File: config.mk
export PLATFORM = sky130hd
export DESIGN_NAME = ccu_top
export DESIGN_NICKNAME = d
export VERILOG_FILES = /design/src/ccu_pkg.sv /design/src/ccu_top.sv /design/src/ccu_sync.sv
export VERILOG_INCLUDE_DIRS = /design/src
export SDC_FILE = /design/constraint.sdc
export NUM_CORES = 1
export LEC_CHECK = 0
export BUFFER_PORTS_ARGS = -buffer_cell sky130_fd_sc_hd__buf_2
export CAP_MARGIN = 30
export CELL_PAD_IN_SITES_DETAIL_PLACEMENT = 1
export CELL_PAD_IN_SITES_GLOBAL_PLACEMENT = 2
export CORE_MARGIN = 8
export CORE_UTILIZATION = 32
export CTS_BUF_LIST = sky130_fd_sc_hd__clkbuf_8
export CTS_CLUSTER_SIZE = 28
export DETAILED_ROUTE_END_ITERATION = 16
export PLACE_DENSITY_LB_ADDON = 0.1
export SYNTH_ARGS = -nofsm -noshare
export SYNTH_HDL_FRONTEND = slang
export SYNTH_SLANG_ARGS = --single-unit
File: constraint.sdc
create_clock -name core_clk -period 1.8 [get_ports core_clk]
set_clock_uncertainty 0.1 [all_clocks]
set_input_delay 0.18 -clock core_clk [delete_from_list [all_inputs] [get_ports core_clk]]
set_output_delay 0.18 -clock core_clk [all_outputs]
set_load 0.005 [all_outputs]
File: src/ccu_regs.svh
// Overview of operation
// - In capture mode copy the selected 16-bit timebase into the result pair.
// - Capture on falling, rising, every fourth or every sixteenth rising edge.
// - Each capture sets the event flag; only software clears it.
// - A newer capture overwrites an unread earlier result.
// - Pin level is observed even when driven, so port writes can capture.
// - Capture/compare use first or third timebase, chosen by assignment bit.
// - Prescaler counter clears when module off or capture mode left.
// - Switching between prescaler settings keeps the prescaler count.
// - Compare mode continuously compares the value against the selected timebase.
// - On match drive high, low, toggle or leave pin; set flag.
// - Software-interrupt compare mode only sets the flag, pin untouched.
// - Special event match pulses a reset of the assigned timebase.
// - Special event also starts conversion, only if converter enabled.
// - Clearing control forces the compare latch low, port latch kept.
// - Four PWM outputs, active per output mode, mode field and direction.
// - Modes 0100 to 0111 select the four capture event kinds.
// - 1000 init low set on match, 1001 init high clear, 0010 toggles.
// - Mode 0000 turns every function off and clears the compare latch and prescaler.
`ifndef CCU_REGS_SVH
`define CCU_REGS_SVH

`define CCU_ADDR_CTRL      3'h0
`define CCU_ADDR_VAL_LO    3'h1
`define CCU_ADDR_VAL_HI    3'h2
`define CCU_ADDR_STATUS    3'h3
`define CCU_ADDR_TSEL      3'h4
`define CCU_ADDR_DIR       3'h5
`define CCU_ADDR_PORT      3'h6

`define CCU_CTRL_MODE_LSB  0
`define CCU_CTRL_DUTY_LSB  4
`define CCU_CTRL_POM_LSB   6
`define CCU_STAT_FLAG_BIT  0
`define CCU_STAT_IEN_BIT   1
`define CCU_TSEL_BIT       0

`define CCU_RST_CTRL       8'h00
`define CCU_RST_DIR        4'hf
`define CCU_RST_PORT       4'h0

`define CCU_MODE_OFF       4'h0
`define CCU_MODE_TOGGLE    4'h2
`define CCU_MODE_CAP_FALL  4'h4
`define CCU_MODE_CAP_RISE  4'h5
`define CCU_MODE_CAP_4     4'h6
`define CCU_MODE_CAP_16    4'h7
`define CCU_MODE_CMP_SET   4'h8
`define CCU_MODE_CMP_CLR   4'h9
`define CCU_MODE_SWINT     4'ha
`define CCU_MODE_SPECIAL   4'hb

`define CCU_PRESC_4_LAST   4'h3
`define CCU_PRESC_16_LAST  4'hf

`define CCU_POM_SINGLE     2'h0
`define CCU_POM_FWD        2'h1
`define CCU_POM_HALF       2'h2
`define CCU_POM_REV        2'h3

`endif

File: src/ccu_pkg.sv
package ccu_pkg;
    typedef enum logic [4:0] {
        CCU_CL_OFF  = 5'b0_0001,
        CCU_CL_CAPT = 5'b0_0010,
        CCU_CL_CMP  = 5'b0_0100,
        CCU_CL_PWM  = 5'b0_1000,
        CCU_CL_RSVD = 5'b1_0000
    } ccu_class_e;
    typedef logic [15:0] ccu_count_t;
endpackage : ccu_pkg

File: src/ccu_top.sv
`timescale 1ns/1ps
`default_nettype none
`include "ccu_regs.svh"
module ccu_top #(
    parameter int TB_WIDTH = 16
) (
    input  wire logic          core_clk,
    input  wire logic          rst,
    input  wire logic [2:0]    addr,
    input  wire logic [7:0]    wr_data,
    input  wire logic          wr_en,
    input  wire logic          rd_en,
    output logic      [7:0]    rd_data,
    input  wire ccu_pkg::ccu_count_t first_timebase_count,
    input  wire ccu_pkg::ccu_count_t third_timebase_count,
    output logic               first_timebase_reset,
    output logic               third_timebase_reset,
    input  wire logic          adc_enabled,
    output logic               adc_start,
    input  wire logic          pwm_level,
    input  wire logic          capture_compare_pin_in,
    output logic      [3:0]    pin_out,
    output logic      [3:0]    pin_oe,
    output logic               unit_event_flag,
    output logic               unit_event_enable
);
    import ccu_pkg::*;

    generate
        if (TB_WIDTH != 16) begin : g_bad_width
            $error("ccu_top supports only a 16-bit timebase");
        end
    endgenerate

    logic [3:0]  mode;
    logic [1:0]  duty_lsb;
    logic [1:0]  pwm_output_mode;
    ccu_count_t  capture_compare_value;
    logic        third_sel;
    logic [3:0]  port_c_direction;
    logic [3:0]  port_c_a;
    logic [3:0]  presc;
    logic        cmp_latch;
    logic        match_q;

    logic [3:0]  next_mode;
    logic [1:0]  next_duty_lsb;
    logic [1:0]  next_pwm_output_mode;
    ccu_count_t  next_value;
    logic        next_flag;
    logic        next_enable;
    logic        next_third_sel;
    logic [3:0]  next_dir;
    logic [3:0]  next_port;
    logic [3:0]  next_presc;
    logic        next_latch;
    logic [7:0]  next_rd_data;
    logic        next_t1_reset;
    logic        next_t3_reset;
    logic        next_adc_start;
    logic [3:0]  next_pin_out;
    logic [3:0]  pwm_act;
    logic [3:0]  pwm_val;
    logic [3:0]  pwm_pol;

    ccu_class_e  mode_class;
    ccu_count_t  timebase;
    logic        pin_rise;
    logic        pin_fall;
    logic        match;
    logic        cap_event;
    logic        cmp_event;
    logic        presc_hit;
    logic        cmp_drives;

    // Pin is sampled from the wire, so driven levels are seen too
    ccu_sync u_sync (
        .core_clk (core_clk),
        .rst      (rst),
        .pin_in   (capture_compare_pin_in),
        .rise     (pin_rise),
        .fall     (pin_fall)
    );

    always_comb begin
        case (mode)
            `CCU_MODE_OFF:                  mode_class = CCU_CL_OFF;
            4'h4, 4'h5, 4'h6, 4'h7:         mode_class = CCU_CL_CAPT;
            4'h2, 4'h8, 4'h9, 4'ha, 4'hb:   mode_class = CCU_CL_CMP;
            4'hc, 4'hd, 4'he, 4'hf:         mode_class = CCU_CL_PWM;
            default:                        mode_class = CCU_CL_RSVD;
        endcase
    end

    // Event detection
    always_comb begin
        timebase   = third_sel ? third_timebase_count : first_timebase_count;
        match      = (mode_class == CCU_CL_CMP) && (capture_compare_value == timebase);
        // Only the first cycle of a match acts, a stalled timer would retoggle
        cmp_event  = match & ~match_q;
        presc_hit  = 1'b0;
        cap_event  = 1'b0;
        case (mode)
            `CCU_MODE_CAP_FALL: cap_event = pin_fall;
            `CCU_MODE_CAP_RISE: cap_event = pin_rise;
            `CCU_MODE_CAP_4: begin
                presc_hit = presc >= `CCU_PRESC_4_LAST;
                cap_event = pin_rise & presc_hit;
            end
            `CCU_MODE_CAP_16: begin
                presc_hit = presc >= `CCU_PRESC_16_LAST;
                cap_event = pin_rise & presc_hit;
            end
            default: cap_event = 1'b0;
        endcase
        cmp_drives = (mode == `CCU_MODE_TOGGLE) || (mode == `CCU_MODE_CMP_SET)
                     || (mode == `CCU_MODE_CMP_CLR);
    end

    // Register file and core state
    always_comb begin
        next_mode            = mode;
        next_duty_lsb        = duty_lsb;
        next_pwm_output_mode = pwm_output_mode;
        next_value           = capture_compare_value;
        next_flag            = unit_event_flag;
        next_enable          = unit_event_enable;
        next_third_sel       = third_sel;
        next_dir             = port_c_direction;
        next_port            = port_c_a;
        next_presc           = presc;
        next_latch           = cmp_latch;
        next_rd_data         = 8'h00;
        next_t1_reset        = 1'b0;
        next_t3_reset        = 1'b0;
        next_adc_start       = 1'b0;
        if (wr_en) begin
            case (addr)
                `CCU_ADDR_CTRL: begin
                    next_mode            = wr_data[`CCU_CTRL_MODE_LSB +: 4];
                    next_duty_lsb        = wr_data[`CCU_CTRL_DUTY_LSB +: 2];
                    next_pwm_output_mode = wr_data[`CCU_CTRL_POM_LSB +: 2];
                end
                `CCU_ADDR_VAL_LO: next_value[7:0]  = wr_data;
                `CCU_ADDR_VAL_HI: next_value[15:8] = wr_data;
                `CCU_ADDR_STATUS: begin
                    next_flag   = wr_data[`CCU_STAT_FLAG_BIT];
                    next_enable = wr_data[`CCU_STAT_IEN_BIT];
                end
                `CCU_ADDR_TSEL:   next_third_sel = wr_data[`CCU_TSEL_BIT];
                `CCU_ADDR_DIR:    next_dir       = wr_data[3:0];
                `CCU_ADDR_PORT:   next_port      = wr_data[3:0];
                default:          next_mode      = mode;
            endcase
        end
        if (rd_en) begin
            case (addr)
                `CCU_ADDR_CTRL:   next_rd_data = {pwm_output_mode, duty_lsb, mode};
                `CCU_ADDR_VAL_LO: next_rd_data = capture_compare_value[7:0];
                `CCU_ADDR_VAL_HI: next_rd_data = capture_compare_value[15:8];
                `CCU_ADDR_STATUS: next_rd_data = {6'h00, unit_event_enable, unit_event_flag};
                `CCU_ADDR_TSEL:   next_rd_data = {7'h00, third_sel};
                `CCU_ADDR_DIR:    next_rd_data = {4'h0, port_c_direction};
                `CCU_ADDR_PORT:   next_rd_data = {4'h0, port_c_a};
                default:          next_rd_data = 8'h00;
            endcase
        end
        // Prescaler survives switches between capture settings
        if (mode_class != CCU_CL_CAPT) begin
            next_presc = 4'h0;
        end else if (pin_rise && (mode == `CCU_MODE_CAP_4 || mode == `CCU_MODE_CAP_16)) begin
            next_presc = presc_hit ? 4'h0 : presc + 4'h1;
        end
        if (cap_event) begin
            next_value = timebase;
        end
        // Hardware set beats a same-cycle software clear
        if (cap_event || cmp_event) begin
            next_flag = 1'b1;
        end
        if (cmp_event) begin
            case (mode)
                `CCU_MODE_CMP_SET: next_latch = 1'b1;
                `CCU_MODE_CMP_CLR: next_latch = 1'b0;
                `CCU_MODE_TOGGLE:  next_latch = ~cmp_latch;
                `CCU_MODE_SPECIAL: begin
                    next_t1_reset  = ~third_sel;
                    next_t3_reset  = third_sel;
                    next_adc_start = adc_enabled;
                end
                default: next_latch = cmp_latch;
            endcase
        end
        if (mode == `CCU_MODE_OFF) begin
            next_latch = 1'b0;
        end
        if (next_mode != mode) begin
            case (next_mode)
                `CCU_MODE_CMP_SET: next_latch = 1'b0;
                `CCU_MODE_CMP_CLR: next_latch = 1'b1;
                `CCU_MODE_OFF:     next_latch = 1'b0;
                default:           next_latch = next_latch;
            endcase
        end
    end

    // Enhanced output steering
    always_comb begin
        pwm_act = 4'h0;
        pwm_val = 4'h0;
        if (mode_class == CCU_CL_PWM) begin
            case (pwm_output_mode)
                `CCU_POM_SINGLE: begin
                    pwm_act = 4'b0001;
                    pwm_val = {3'b000, pwm_level};
                end
                `CCU_POM_HALF: begin
                    pwm_act = 4'b0011;
                    pwm_val = {2'b00, ~pwm_level, pwm_level};
                end
                `CCU_POM_FWD: begin
                    pwm_act = 4'b1111;
                    pwm_val = {pwm_level, 2'b00, 1'b1};
                end
                default: begin
                    pwm_act = 4'b1111;
                    pwm_val = {1'b0, 1'b1, pwm_level, 1'b0};
                end
            endcase
        end
        pwm_pol = {mode[0], mode[1], mode[0], mode[1]};
    end

    genvar gi;
    generate
        for (gi = 0; gi < 4; gi++) begin : g_pin
            if (gi == 0) begin : g_main
                // Software-interrupt and special modes fall back to the port latch
                assign next_pin_out[gi] = pwm_act[gi] ? (pwm_val[gi] ^ pwm_pol[gi])
                                        : cmp_drives  ? cmp_latch
                                        : port_c_a[gi];
            end else begin : g_aux
                assign next_pin_out[gi] = pwm_act[gi] ? (pwm_val[gi] ^ pwm_pol[gi])
                                        : port_c_a[gi];
            end
        end
    endgenerate

    always_ff @(posedge core_clk or posedge rst) begin
        if (rst) begin
            {pwm_output_mode, duty_lsb, mode} <= `CCU_RST_CTRL;
            capture_compare_value <= 16'h0000;
            unit_event_flag       <= 1'b0;
            unit_event_enable     <= 1'b0;
            third_sel             <= 1'b0;
            port_c_direction      <= `CCU_RST_DIR;
            port_c_a              <= `CCU_RST_PORT;
            presc                 <= 4'h0;
            cmp_latch             <= 1'b0;
            match_q               <= 1'b0;
            rd_data               <= 8'h00;
            first_timebase_reset  <= 1'b0;
            third_timebase_reset  <= 1'b0;
            adc_start             <= 1'b0;
            pin_out               <= 4'h0;
            pin_oe                <= 4'h0;
        end else begin
            mode                  <= next_mode;
            duty_lsb              <= next_duty_lsb;
            pwm_output_mode       <= next_pwm_output_mode;
            capture_compare_value <= next_value;
            unit_event_flag       <= next_flag;
            unit_event_enable     <= next_enable;
            third_sel             <= next_third_sel;
            port_c_direction      <= next_dir;
            port_c_a              <= next_port;
            presc                 <= next_presc;
            cmp_latch             <= next_latch;
            match_q               <= match;
            rd_data               <= next_rd_data;
            first_timebase_reset  <= next_t1_reset;
            third_timebase_reset  <= next_t3_reset;
            adc_start             <= next_adc_start;
            pin_out               <= next_pin_out;
            pin_oe                <= ~port_c_direction;
        end
    end
endmodule : ccu_top
`default_nettype wire

File: src/ccu_sync.sv
`timescale 1ns/1ps
`default_nettype none
module ccu_sync (
    input  wire logic core_clk,
    input  wire logic rst,
    input  wire logic pin_in,
    output logic      rise,
    output logic      fall
);
    logic s1;
    logic s2;
    logic s3;
    logic lvl;
    logic next_lvl;
    logic agree;

    // Level changes only once second and third stages agree
    always_comb begin
        agree    = (s2 == s3);
        next_lvl = agree ? s3 : lvl;
        rise     = agree & s3 & ~lvl;
        fall     = agree & ~s3 & lvl;
    end

    always_ff @(posedge core_clk or posedge rst) begin
        if (rst) begin
            s1  <= 1'b0;
            s2  <= 1'b0;
            s3  <= 1'b0;
            lvl <= 1'b0;
        end else begin
            s1  <= pin_in;
            s2  <= s1;
            s3  <= s2;
            lvl <= next_lvl;
        end
    end
endmodule : ccu_sync
`default_nettype wire

==> results of run 1 <==
-- power groups by stage --
stage               clock network [mW]  registers, mW  logic, mW
finish                            1.23           2.14       2.04
global route                      1.32           2.19       2.23
floorplan                            0           2.02       1.13
global placement                     0           2.14       1.78
CTS                               1.27           2.13       1.95
detailed placement                   0           2.15       1.82
-- final cells by class --
type	instances	share of cell area, %
sequential	64	31.8
tap	140	3.46
timing repair buffer	148	19.9
clock inverter	5	0.989
multi-input combinational	253	39.9
inverter	16	1.26
clock buffer	10	2.72
-- per-layer routing --
| layer | track usage [%] | part of all wire (%) |
|---|---|---|
| met4 | 6.63 | 1.7 |
| met2 | 28.2 | 50 |
| met5 | 0 | 0 |
| met3 | 2.51 | 2.5 |
| met1 | 21.0 | 46 |
-- worst paths after layout --
check / slack [ns] / startpoint / to
hold reg to reg: 0.25 / u_sync.s1 / u_sync.s2
setup / recovery: -0.44 / third_sel / cmp_latch
hold / removal: 0.02 / wr_data[4] / duty_lsb[0]
max in group asynchronous: 0.74 / rst / port_c_direction[3]
setup reg to reg: -0.44 / third_sel / cmp_latch
min in group asynchronous: 0.32 / rst / unit_event_flag
-- per-stage QoR --
| stage | worst slack, ns | instance area (sq um) | hold WS (ns) |
|---|---|---|---|
| 4_1_cts | -0.384 | 4950 | 0.00928 |
| 5_1_grt | -0.542 | 5060 | 0.0233 |
| 6_report | -0.438 | 5060 | 0.0169 |
| 2_1_floorplan | -0.124 | 3610 | 0.111 |
| 3_3_place_gp | -0.321 | 4550 | 0.156 |
| 3_5_place_dp | -0.379 | 4550 | 0.159 |
-- worst max-delay path, cell delays in order (launching register included) --
cell and delay (ns):
dfrtp_2 0.45, clkbuf_16 0.18, mux2i_4 0.19, xnor2_2 0.14, nor4_2 0.36, nand2_1 0.14, or4_1 0.51, nand3_1 0.09
-- flip-flops by register name, indices dropped and copies added (netlist names), 2 cells and up --
signal and cells:
port_c_direction 4, pwm_output_mode 2, presc 4, mode 4, duty_lsb 2, capture_compare_value 16, pin_out 4, rd_data 8
port_c_a 4, pin_oe 4
-- cell families after synthesis --
family	share of synthesized area [%]
multiplexers	20.0
flip-flops	45.2
AO/OA/AOI/OAI	9.92
AND/OR/NAND/NOR	14.6
buffers and inverters	4.08
adder cells (fa/ha/maj)	1.06
XOR/XNOR	5.17
-- repair_timing --
item,in CTS,in global routing
pin swaps,5,10
cloned,2,1
setup buffers,5,3
hold buffers,6,0
endpoints found under the hold margin,23,0
setup endpoints to repair,22,26
resized for setup,19,14
-- synthesized netlist by cell type, drive strengths merged, types with 5 or more instances --
library cell	n
clkbuf	12
nand3	11
mux2	12
inv	16
nand2	28
nor3	10
nor2	23
nor2b	8
mux2i	55
a21oi	12
buf	7
xnor2	19
a22oi	5
dfrtp	60
nor4	6
o21ai	21
==> flow_summary.toml, run 1 <==
[logic_synthesis]
yosysSeqAreaShare_pct = 45.2
syn_nets = 403
synth_top_area_share_pct = 42.2
synth-seq-cells = 64
async_flop_share_pct = 100
synth_warnings = 0
synth_edf_count = 0
yosys.area.top_type = "dfrtp_1"
syn_avg_cell_area_sq_um = 10.2
synth.distinct_cells = 48
synthCells = 350
synth_area_sq_um = 3560
synth_ff_type = "dfrtp_1"
synth_area_leaders = "dfrtp_1 (42%), mux2i_1 (15%), xnor2_1 (4.7%)"

[cells_and_area]
fillers = 1240
multi_input_area_sq_um = 2020
nets = 545
regArea_sq_um = 1610
area_growth_pct = 42.3
drive_gt1_share_pct = 42.1
postLayoutCoreUtil_pct = 46.7
final_common_cell = "buf_2"
final_cells = 636
layout_common_cells = "buf_2 (70), buf_4 (68), dfrtp_1 (59), mux2i_1 (44), nand2_1 (27)"
diodes = 0

[placement]
place_inst = 604
gp_congestion = 0.864
port_buffers = 70
hpwlAfterDp_um = 8790

[critical_path]
worst_ep_required_time_ns = 1.99
endpoint_kind = "flip-flop"
crit_fanout = 5
cp.arrival_ns = 2.43
worst_setup_path_start_kind = "flip-flop"
ff2ff_path_depth = 7
crit_type = "reg2reg"

[timing]
setup_tns_ns = -2.84
post-route-period-util_pct = 124
maxSlewViolCount = 0
timing.final.ws_setup_ns = -0.438
rsz0062_at_grt = "yes"
timing.slew.headroom_pct = 65.0
setup_viol = 18
worstMarginPinSlew_ns = 0.524
max_freq_mhz = 447
hold_viol = 0
period_needed_ns = 2.24

[clock_network]
clock_path_buffers = 2
clock_latency_ns = 0.36
cts_buffers = 9
clk_pin_slew_ns = 0.07
htreeDepth = 3
cts_tree = "done"
cts.sinks = 64
clock-root-buffer = "clkbuf_8"

[drt]
drc = 0
antenna_left = 0
avgViaCountPerCell = 5.00
dr.pass1.iters = 5
wl_per_cell_um = 18.7
drt_iter0_markers = 136
vias = 3180
routed_wirelength_um = 11900

[power_and_ir_drop]
power.share.combinational_pct = 37.7
internal_power_mw = 3.53
power_density_nw_per_um2 = 1070
p_sw_mw = 1.89
power.total_mw = 5.41
p_sw_share_pct = 34.9
cellLeakagePower_nw = 2.28
pwr-share-clk_pct = 22.8
seqPwrFrac_pct = 39.5
ir_drop_uv = 455

[floorplan]
dieArea_sq_um = 14700
start_util_pct = 32.8
die_w_um = 121
row_count = 38
ios = 71
die_y_um = 121
coreArea_sq_um = 10800

[global_routing]
track_usage_pct = 16.7
overflow = 0
grt_pass1_wl_um = 19000
antenna_found_initial = 0
grt_pass1_vias = 3564
grt_max_degree = 28

[run]
maxCapViolations = 0

[run_status]
violations = "setup timing"
status = "finished, violations left"

[min_path]
hold_path_depth = 2
hp-class = "in2reg"
No activity file was read; power rests on OpenSTA's default activity.
==> inputs of run 2 (changes only) <==
- ABC_AREA: default -> 1
- CORE_UTILIZATION: 32 -> 29
==> flow_summary.toml, run 2 <==
[cells_and_area]
largest_reg_flops = 16
diodes = 0
nets = 742
postLayoutCoreUtil_pct = 42.8
top_register = "capture_compare_value"
layout_common_cells = "nand2_1 (146), inv_1 (79), buf_4 (74), buf_2 (70), dfrtp_1 (59)"
final_common_cell = "nand2_1"
area_growth_pct = 43.4
reg.largest.list = "capture_compare_value: 16 flops, rd_data: 8 flops"
drive_gt1_share_pct = 33.4

[logic_synthesis]
yosys.area.top_type = "dfrtp_1"
synth_warnings = 0
synth_commonest_cells = "nand2_1 (169), inv_1 (81), dfrtp_1 (60)"
synth.distinct_cells = 37
synth_area_leaders = "dfrtp_1 (40%), nand2_1 (17%), inv_1 (8.0%)"
syn_avg_cell_area_sq_um = 7.13
synth_edf_count = 0
synth-seq-cells = 64
async_flop_share_pct = 100
yosysSeqAreaShare_pct = 42.5
synth_ff_type = "dfrtp_1"
syn_nets = 583
synth_area_sq_um = 3780
synthCells = 530
synth_top_area_share_pct = 39.7
yosysMostFrequentCell = "nand2_1"

[critical_path]
rr_startpoint = "presc[0]"
r2r_slack_ns = -0.23
cp_slowest_stage_delay_ns = 0.37
crit_fanout = 5
crit_type = "reg2reg"
worst_setup_path_start_kind = "flip-flop"
cp_slowest_cell = "dfrtp_1"
crit_path_cell_trace = "ha_2 -> nand2_2 -> nor2_1 -> nand2_1 -> o21ai_1 -> nand2_2 -> a21oi_4 -> buf_12 -> buf_8 -> nor2_4 -> nand2_1 -> o211ai_1"
cp.arrival_ns = 2.15
cp-startpoint = "presc[0]"
endpoint_kind = "flip-flop"
worst_ep_required_time_ns = 1.92

[timing]
rsz0062_at_grt = "yes"
hold_viol = 0
timing.final.ws_setup_ns = -0.225
maxSlewViolCount = 0
setup_viol = 21
post-route-period-util_pct = 113
worstMarginPinSlew_ns = 0.473
timing.slew.headroom_pct = 68.2
period_needed_ns = 2.03
max_freq_mhz = 494

[clock_network]
clock_path_buffers = 2
cts_tree = "done"
cts.sinks = 64
clk_pin_slew_ns = 0.08
cts_buffers = 9
clock-root-buffer = "clkbuf_8"
clock_latency_ns = 0.35
htreeDepth = 3

[drt]
vias = 4131
avgViaCountPerCell = 4.77
topRoutingLayerUsed = "met4"
met3_length_um = 423
drc = 0
wl_per_cell_um = 17.0
routed_wirelength_um = 14700
dr.pass1.iters = 7
antenna_left = 0
wl_met2_um = 7490
drt_iter0_markers = 141
wl_met1_um = 6640

[floorplan]
dieArea_sq_um = 16900
die_w_um = 130
ios = 71
die_y_um = 130
start_util_pct = 29.8
row_count = 41
coreArea_sq_um = 12700

[placement]
gp_congestion = 0.871
port_buffers = 70
pre_cts_slack_ns = -0.323
hpwlAfterDp_um = 11500

[global_routing]
overflow = 0
grt_max_degree = 65
antenna_found_initial = 0
grt_pass1_vias = 4493
track_usage_pct = 18.4
grt_pass1_wl_um = 23700

[power_and_ir_drop]
power_density_nw_per_um2 = 998
ir_drop_uv = 411
power.total_mw = 5.41
cellLeakagePower_nw = 2.76

[min_path]
hp-class = "in2reg"
min_from = "rd_en"

[run_status]
status = "finished, violations left"
violations = "setup timing"

[run]
maxCapViolations = 0
run 2: cell count changes in the layout (fill, tap and decap cells not counted), sizes merged, moves of 17 or more:
cell / previous run / this run
inv: 17 / 85
mux2i: 55 / 1
nand2: 28 / 172
nand3: 11 / 44
nor2: 25 / 45
o211ai: 0 / 17
xnor2: 19 / 0
run 2: through the flow:
step / TNS (ns) / hold WS, ns / instances / instance area (sq um)
final: -3.00 / 0.0273 / 866 / 5420
after global routing: -5.10 / 0.0307 / 866 / 5420
after CTS: -2.34 / 0.0155 / 861 / 5290
after detailed placement: -4.23 / 0.195 / 832 / 4840
after global placement: -2.50 / 0.191 / 832 / 4840
after floorplan: 0 / 0.111 / 530 / 3780
run 2: cells by family after synthesis:
kind of cell,count (synthesis),share of synthesized area [%]
AND/OR/NAND/NOR,280,31.2
buffers and inverters,93,10.5
AO/OA/AOI/OAI,87,14.0
flip-flops,64,42.5
adder cells (fa/ha/maj),3,0.993
XOR/XNOR,2,0.464
multiplexers,1,0.265
run 2: timing repair:
action | CTS | global route
hold buffers | 6 | 0
gates cloned | 0 | 0
buffers inserted | 7 | 5
hold endpoints to repair | 65 | 0
endpoints found under the setup margin | 21 | 21
pin swaps | 14 | 19
gates resized for setup | 36 | 32
run 2: worst paths after layout:
| kind | to | cells past startpoint |
|---|---|---|
| max | capture_compare_value[9] | 12 |
| min | rd_data[7] | 3 |
| max reg2reg | capture_compare_value[9] | 12 |
| min reg2reg | u_sync.s2 | 0 |
| max in group asynchronous | port_c_direction[3] | 4 |
| min in group asynchronous | u_sync.s1 | 4 |
run 2: routing by layer:
metal | up-vias | global-route usage, %
li1 | 2028 | -
met1 | 2023 | 22.5
met2 | 63 | 32.1
met3 | 17 | 4.08
met4 | 0 | 4.10
met5 | - | 0
run 2: layout make-up:
type / instances / area (sq um)
clock buffer: 11 / 151
clock inverter: 5 / 72.6
fill: 1602 / 7250
inverter: 84 / 327
multi-input combinational: 373 / 1960
sequential: 64 / 1610
tap: 172 / 215
timing repair buffer: 157 / 1090
run 2: report_power, final:
group          internal (mW)  leakage [nW]  switching [mW]
sequential              1.74         0.791           0.211
clock                  0.844         0.122           0.581
combinational          0.838          1.85            1.20
run 2: critical path, delay by kind of cell (launching register included):
| kind | cells | cell delay (ns) |
|---|---|---|
| buf+inv | 2 | 0.29 |
| flops | 1 | 0.37 |
| compound gates | 3 | 0.50 |
| fa+ha+maj | 1 | 0.21 |
| simple gates | 6 | 0.43 |
